<file path="config.mk">
export PLATFORM = sky130hd
export DESIGN_NAME = int_vec_map
export DESIGN_NICKNAME = d
export VERILOG_FILES = /design/src/hdl/int_vec_pkg.sv /design/src/hdl/int_vec_map.sv /design/src/hdl/vec_encoder.sv
export SDC_FILE = /design/constraint.sdc
export NUM_CORES = 1
export LEC_CHECK = 0
export ABC_AREA = 1
export ABC_CLOCK_PERIOD_IN_PS = 3700
export BUFFER_PORTS_ARGS = -buffer_cell sky130_fd_sc_hd__buf_2
export CORE_ASPECT_RATIO = 0.6
export CORE_UTILIZATION = 30
export DETAILED_ROUTE_END_ITERATION = 7
export SYNTH_ARGS = -nofsm -noshare
export SYNTH_HDL_FRONTEND = slang
export SYNTH_HIERARCHICAL = 1
export SYNTH_SLANG_ARGS = --single-unit
</file>
<file path="constraint.sdc">
create_clock -name mclk -period 3.7 [get_ports mclk]
set_input_delay 0.37 -clock mclk [delete_from_list [all_inputs] [get_ports mclk]]
set_output_delay 0.37 -clock mclk [all_outputs]
set_load 0.1 [all_outputs]
</file>
<file path="src/hdl/int_vec_pkg.sv">
// Package with vector addresses, flag positions and carrier types for the vector map
package int_vec_pkg;
    localparam int          NUM_FLAGS      = 20;
    localparam int          FLAG_W         = 21;      // Bit 0 unused, flags 1..20
    localparam logic [15:0] VEC_CAN_TX     = 16'hFFD4;
    localparam logic [15:0] VEC_CAN_RX     = 16'hFFD6;
    localparam logic [15:0] VEC_CAN_ERR    = 16'hFFD8;
    localparam logic [15:0] VEC_CAN_WAKE   = 16'hFFDA;
    localparam logic [15:0] VEC_TIMEBASE   = 16'hFFDC;
    localparam logic [15:0] VEC_CONVERSION = 16'hFFDE;
    localparam logic [15:0] VEC_KEYBOARD   = 16'hFFE0;
    localparam logic [15:0] VEC_ASYNC_TX   = 16'hFFE2;
    localparam logic [15:0] VEC_ASYNC_RX   = 16'hFFE4;
    localparam logic [15:0] VEC_ASYNC_ERR  = 16'hFFE6;
    localparam logic [15:0] VEC_SYNC_TX    = 16'hFFE8;
    localparam logic [15:0] VEC_SYNC_RX    = 16'hFFEA;
    localparam logic [15:0] VEC_T2_OVF     = 16'hFFEC;
    localparam logic [15:0] VEC_T2_CH1     = 16'hFFEE;
    localparam logic [15:0] VEC_T2_CH0     = 16'hFFF0;
    localparam logic [15:0] VEC_T1_OVF     = 16'hFFF2;
    localparam logic [15:0] VEC_T1_CH1     = 16'hFFF4;
    localparam logic [15:0] VEC_T1_CH0     = 16'hFFF6;
    localparam logic [15:0] VEC_PLL        = 16'hFFF8;
    localparam logic [15:0] VEC_EXT_PIN    = 16'hFFFA;
    localparam logic [15:0] VEC_SOFTWARE   = 16'hFFFC;
    localparam logic [15:0] VEC_RESET      = 16'hFFFE;
    localparam logic [15:0] VEC_LOW_OFFSET = 16'h0001; // Low byte follows high byte
    localparam logic [15:0] VEC_STEP       = 16'h0002; // One flag step per vector pair
    // Flag registers: one holds flags 6..1 in bits 7..2, two holds 14..7, three holds 20..15
    localparam int          REG1_LO_FLAG   = 1;
    localparam int          REG1_LO_BIT    = 2;
    localparam int          REG2_LO_FLAG   = 7;
    localparam int          REG3_LO_FLAG   = 15;
    localparam int          REG1_CNT       = 6;
    localparam int          REG2_CNT       = 8;
    localparam int          REG3_CNT       = 6;
    localparam logic [7:0]  FLAG_REG_RESET = 8'h00;

    // Vector answer handed to the core
    typedef struct packed {
        logic        valid;
        logic [4:0]  source;   // Flag number, 0 for software, reset separate
        logic [15:0] vec_high; // Address of high byte
        logic [15:0] vec_low;  // Address of low byte
    } vec_answer_t;

    // Pending flag view
    typedef struct packed {
        logic [7:0] one;
        logic [7:0] two;
        logic [7:0] three;
    } flag_view_t;
endpackage

</file>
<file path="src/hdl/int_vec_map.sv">
// Fixed-priority interrupt vector map with pending-flag view registers
`timescale 1ns/1ps
`default_nettype none
module int_vec_map (
    input  wire logic                             mclk,
    input  wire logic                             rst,
    input  wire logic [int_vec_pkg::NUM_FLAGS:1] irq_req,      // Peripheral request lines, same clock
    input  wire logic                             swi_req,      // Software interrupt instruction
    input  wire logic                             irq_mask,     // Core interrupt mask, high blocks
    input  wire logic                             vec_ack,      // Core has taken the offered vector
    output logic                                  vec_valid,
    output logic [4:0]                            vec_source,
    output logic [15:0]                           vec_high_addr,
    output logic [15:0]                           vec_low_addr,
    output logic                                  vec_is_reset,
    output logic [7:0]                            pending_flags_reg_one,
    output logic [7:0]                            pending_flags_reg_two,
    output logic [7:0]                            pending_flags_reg_three
);
    int_vec_pkg::vec_answer_t ans_reg;
    int_vec_pkg::vec_answer_t ans_next;
    int_vec_pkg::flag_view_t  view_reg;
    int_vec_pkg::flag_view_t  view_next;
    logic                     boot_reg;
    logic                     boot_next;
    logic [int_vec_pkg::FLAG_W-1:0] pend;
    logic                     any_pend;
    logic [4:0]               win_idx;
    logic [15:0]              win_vec;

    assign pend = {irq_req, 1'b0};

    // Highest-priority pending flag
    // winner selection
    vec_encoder u_enc (
        .pending (pend),
        .any     (any_pend),
        .index   (win_idx)
    );

    // Vector for a flag number: flag n sits n pairs below the software vector
    // vector table
    always_comb begin
        win_vec = int_vec_pkg::VEC_SOFTWARE - 16'(win_idx) * int_vec_pkg::VEC_STEP;
    end

    // Pending-flag views, rebuilt every cycle from the request lines
    // register one, two and three layouts
    always_comb begin
        view_next = '0;
        for (int i = 0; i < int_vec_pkg::REG1_CNT; i++) begin
            view_next.one[i + int_vec_pkg::REG1_LO_BIT] = irq_req[i + int_vec_pkg::REG1_LO_FLAG];
        end
        for (int i = 0; i < int_vec_pkg::REG2_CNT; i++) begin
            view_next.two[i] = irq_req[i + int_vec_pkg::REG2_LO_FLAG];
        end
        for (int i = 0; i < int_vec_pkg::REG3_CNT; i++) begin
            view_next.three[i] = irq_req[i + int_vec_pkg::REG3_LO_FLAG];
        end
    end

    // Vector offer: reset vector first after reset, then software, then peripherals
    // pair and ranking
    always_comb begin
        ans_next  = ans_reg;
        boot_next = boot_reg;
        if (ans_reg.valid && vec_ack) begin
            ans_next.valid = 1'b0;
            boot_next      = 1'b0;
        end else if (!ans_reg.valid) begin
            if (boot_reg) begin
                ans_next.valid    = 1'b1;
                ans_next.source   = 5'h00;
                ans_next.vec_high = int_vec_pkg::VEC_RESET;
            end else if (swi_req) begin
                ans_next.valid    = 1'b1;
                ans_next.source   = 5'h00;
                ans_next.vec_high = int_vec_pkg::VEC_SOFTWARE;
            end else if (any_pend && !irq_mask) begin
                ans_next.valid    = 1'b1;
                ans_next.source   = win_idx;
                ans_next.vec_high = win_vec;
            end
            ans_next.vec_low = ans_next.vec_high + int_vec_pkg::VEC_LOW_OFFSET;
        end
    end

    // State registers
    always_ff @(posedge mclk or posedge rst) begin
        if (rst) begin
            ans_reg  <= '0;
            view_reg <= '{one: int_vec_pkg::FLAG_REG_RESET, two: int_vec_pkg::FLAG_REG_RESET,
                          three: int_vec_pkg::FLAG_REG_RESET};
            boot_reg <= 1'b1;
        end else begin
            ans_reg  <= ans_next;
            view_reg <= view_next;
            boot_reg <= boot_next;
        end
    end

    // Outputs straight from flops
    assign vec_valid               = ans_reg.valid;
    assign vec_source              = ans_reg.source;
    assign vec_high_addr           = ans_reg.vec_high;
    assign vec_low_addr            = ans_reg.vec_low;
    assign vec_is_reset            = boot_reg;
    assign pending_flags_reg_one   = view_reg.one;
    assign pending_flags_reg_two   = view_reg.two;
    assign pending_flags_reg_three = view_reg.three;
endmodule
`default_nettype wire

</file>
<file path="src/hdl/vec_encoder.sv">
// Priority encoder: picks the lowest-numbered (highest-priority) pending flag
`timescale 1ns/1ps
`default_nettype none
module vec_encoder (
    input  wire logic [int_vec_pkg::FLAG_W-1:0] pending,
    output logic                                 any,
    output logic [4:0]                           index
);
    // Flag 1 outranks flag 20, so scan from the top down and let low numbers win
    always_comb begin
        any   = 1'b0;
        index = 5'h00;
        for (int i = int_vec_pkg::NUM_FLAGS; i >= 1; i--) begin
            if (pending[i]) begin
                any   = 1'b1;
                index = 5'(i);
            end
        end
    end
endmodule
`default_nettype wire

</file>
==> metrics.txt <==
# TYPE chip_impl_metric gauge
chip_impl_metric{name="fmax",unit="MHz"} 375.8
chip_impl_metric{name="relSlewSlack",unit="%"} 34.35
chip_impl_metric{name="dr_total_vias",unit=""} 2597
chip_impl_metric{name="core",unit="um^2"} 9425
chip_impl_metric{name="gr-usage-met2",unit="%"} 20.90
chip_impl_info{name="critPathLaunchType",value="input port"} 1
chip_impl_info{name="crit_path_top_delay_cell",value="ha_1"} 1
chip_impl_info{name="synth.largest_area_cell",value="dfrtp_1"} 1
chip_impl_info{name="grt_most_used_layer",value="met1"} 1
chip_impl_metric{name="cp.arrival",unit="ns"} 2.87
chip_impl_metric{name="syn2layout_area_growth",unit="%"} 27.75
chip_impl_metric{name="largest_net_degree_at_the_start_of_global_routing",unit=""} 36
chip_impl_metric{name="maxCapViolations",unit=""} 0
chip_impl_metric{name="irDropWorstVdd",unit="uV"} 358.7
chip_impl_metric{name="finalWirelength",unit="um"} 7843
chip_impl_info{name="timing_worst_setup_path_type",value="input port to register"} 1
chip_impl_info{name="worst_setup_path_end_kind",value="register"} 1
chip_impl_metric{name="post_synth_instance_area",unit="um^2"} 2989
chip_impl_info{name="synth_top_cells_by_area",value="dfrtp_1 (49%), nand2_1 (13%), inv_1 (5.8%)"} 1
chip_impl_metric{name="cts_resized",unit=""} 0
chip_impl_metric{name="insertedDiodeCount",unit=""} 0
chip_impl_metric{name="min_period",unit="ns"} 2.661
chip_impl_metric{name="initial_antenna_violation_count",unit=""} 0
chip_impl_metric{name="yosysUniqueCellTypes",unit=""} 38
chip_impl_info{name="worst_path_most_repeated_cell",value="nand2_1"} 1
chip_impl_metric{name="drt-vias-per-instance",unit=""} 4.379
chip_impl_metric{name="start_util",unit="%"} 31.71
chip_impl_metric{name="finalHoldViolations",unit=""} 0
chip_impl_metric{name="finalSetupTns",unit="ns"} 0
chip_impl_metric{name="placementRows",unit=""} 27
chip_impl_metric{name="timing.final.max_slew_violations",unit=""} 0
chip_impl_metric{name="drc",unit=""} 0
chip_impl_metric{name="drt_iter0_drc",unit=""} 182
chip_impl_metric{name="grtUsageMet3",unit="%"} 6.065
chip_impl_metric{name="globalRouteTotalUtil",unit="%"} 16.66
chip_impl_metric{name="cts-htree-levels",unit=""} 3
chip_impl_metric{name="die-height",unit="um"} 79.32
chip_impl_metric{name="cts_setup_buffers",unit=""} 0
chip_impl_metric{name="number_of_detailed_routing_iterations_run_before_antenna_repair",unit=""} 4
chip_impl_metric{name="worst-path-max-fanout",unit=""} 5
chip_impl_metric{name="synthesis.area_per_instance",unit="um^2"} 8.079
chip_impl_info{name="clock-root-buffer",value="clkbuf_16"} 1
chip_impl_metric{name="cts-hold-fix-buffers",unit=""} 0
chip_impl_metric{name="worst_slew_pin_slew",unit="ns"} 0.9847
chip_impl_metric{name="finalNonFillerCells",unit=""} 593
chip_impl_metric{name="post_drt_wl_per_cell",unit="um"} 13.23
chip_impl_metric{name="p_leak",unit="nW"} 1.896
chip_impl_metric{name="yosys_warnings",unit=""} 6
chip_impl_metric{name="ant_nets",unit=""} 0
chip_impl_metric{name="cp_slowest_stage_delay",unit="ns"} 0.17
chip_impl_metric{name="numClockSinks",unit=""} 59
chip_impl_metric{name="cellPowerDensity",unit="nW/um^2"} 718.9
chip_impl_metric{name="fillers",unit=""} 942
chip_impl_metric{name="regArea",unit="um^2"} 1478
chip_impl_metric{name="global_route.overflow_total",unit=""} 0
chip_impl_metric{name="synth-seq-area-share",unit="%"} 49.43
chip_impl_metric{name="gp_congestion",unit=""} 0.8575
chip_impl_metric{name="worstRegToRegCells",unit=""} 3
chip_impl_metric{name="final_net_count",unit=""} 486
chip_impl_metric{name="number_of_buffers_created_by_cts",unit=""} 9
chip_impl_metric{name="die_area",unit="um^2"} 10380
chip_impl_info{name="tritoncts",value="built"} 1
chip_impl_metric{name="multi_input_comb_area",unit="um^2"} 1246
chip_impl_metric{name="fin_worst_skew",unit="ns"} 0.003997
chip_impl_metric{name="layout-drive-gt1-share",unit="%"} 30.89
chip_impl_metric{name="netlist_instances",unit=""} 370
chip_impl_info{name="hold_class",value="input port to asynchronous set/reset pin"} 1
chip_impl_metric{name="synth-seq-cells",unit=""} 59
chip_impl_metric{name="critical_path_required",unit="ns"} 3.91
chip_impl_metric{name="grt_pass1_wl",unit="um"} 12810
chip_impl_metric{name="grt_met1_use",unit="%"} 25.60
chip_impl_metric{name="synthDominantCellAreaShare",unit="%"} 48.56
chip_impl_metric{name="place.detailed.hpwl",unit="um"} 6222
chip_impl_metric{name="place_inst",unit=""} 578
chip_impl_metric{name="port_buffers",unit=""} 83
chip_impl_metric{name="cts-root-to-sink-buffers",unit=""} 2
chip_impl_metric{name="setup_viol",unit=""} 0
chip_impl_metric{name="clkTransAtPathRegs",unit="ns"} 0.05
chip_impl_metric{name="io-pin-count",unit=""} 88
chip_impl_metric{name="worst_skew_pair.late_latency",unit="ns"} 0.32
chip_impl_metric{name="number_of_global_route_vias_before_repair",unit=""} 2440
chip_impl_metric{name="fin_crit_sh",unit="%"} 71.92
chip_impl_metric{name="floorplan.die.width",unit="um"} 130.9
chip_impl_info{name="rsz_0062_raised_after_global_routing",value="no"} 1
chip_impl_info{name="status",value="complete, no violations"} 1
## per-stage QoR
| step | total power [mW] | setup slack (ns) | utilization (%) | area, um^2 | hold WS (ns) |
|---|---|---|---|---|---|
| detailed placement | 1.965 | 0.7403 | 37.34 | 3520 | 0.4503 |
| floorplan | 1.765 | 1.237 | - | 3000 | 0.4014 |
| CTS | 2.783 | 1.078 | 40.52 | 3819 | 0.1017 |
| finish | 2.745 | 1.039 | 40.52 | 3819 | 0.08019 |
| global placement | 1.960 | 0.7935 | 37.34 | 3520 | 0.4404 |
| global route | 2.878 | 0.7002 | 40.52 | 3819 | 0.1261 |
## critical path, delay by kind of cell
kind | cells | cell delay [ns]
adder cells (fa/ha/maj) | 1 | 0.17
AND/OR/NAND/NOR | 28 | 2.09
buffers and inverters | 3 | 0.21
## where the power goes
group	internal (mW)	switching, mW	leakage [nW]	total [mW]
clock	0.538	0.261	0.151	0.799
sequential	0.745	0.0828	0.653	0.828
combinational	0.154	0.964	1.09	1.12
total	1.44	1.31	1.90	2.75
## registers in the layout (all words and copies together) (netlist names)
| register | cells |
|---|---|
| vec_source | 5 |
| pending_flags_reg_one | 6 |
| vec_high_addr | 16 |
| vec_valid | 1 |
| pending_flags_reg_three | 6 |
| vec_low_addr | 16 |
| vec_is_reset | 1 |
| pending_flags_reg_two | 8 |
## layer usage
| layer | share of wire, % | wire [um] |
|---|---|---|
| met5 | 0 | 0 |
| met1 | 52 | 4060 |
| met2 | 39 | 3051 |
| met3 | 8.3 | 650 |
| met4 | 1.0 | 81 |
## placed cells by master (no fill, tap or decap), types with 7 or more instances in the layout
cell,Yosys,layout
o21ai_0,11,11
nand3_1,29,29
inv_1,46,45
dfrtp_1,58,58
buf_2,1,83
nor2_1,37,37
inv_2,6,7
clkbuf_16,0,9
nor2_2,15,15
nand2_1,103,103
## final timing paths
kind / from / endpoint / slack [ns]
worst max-delay path: irq_req[18] / vec_low_addr[14] / 1.04
worst min-delay path: rst / vec_low_addr[0] / 0.08
worst max register to register: vec_valid / vec_source[1] / 1.44
worst min register to register: vec_low_addr[13] / vec_low_addr[13] / 0.46
max in group asynchronous: rst / vec_high_addr[13] / 2.77
min in group mclk: irq_req[13] / pending_flags_reg_two[6] / 0.18
## cells by family after synthesis
family                     share of synthesized area, %
AOI/OAI and AO/OA                                 6.153
xor gates and xnor gates                         0.2931
adders and majority gates                        0.8370
buffers and inverters                             9.251
DFF                                               49.44
other                                            0.1255
and+or+nand+nor                                   33.91
## synthesized netlist by cell type, drive strengths merged
library cell / number
o21ai: 13
nor2: 56
a32o: 2
a41oi: 1
or2: 7
a21oi: 5
nand4: 6
o31ai: 2
clkbuf: 2
inv: 52
o21bai: 1
dfrtp: 58
nand3: 32
dfstp: 1
clkinv: 2
nor4: 1
nand3b: 3
nand2: 108
xor2: 1
nor3: 1
a31oi: 3
o22ai: 2
buf: 8
conb: 1
ha: 2
## final cells by class
cell class | instances | area share [%]
multi-input cells | 250 | 32.63
clock inverters | 1 | 0.1311
clock buffers | 14 | 7.700
repair buffers | 85 | 11.27
flip-flops and latches | 59 | 38.70
inverters | 54 | 5.308
well taps | 130 | 4.260
(Power assumes the default switching activity.)
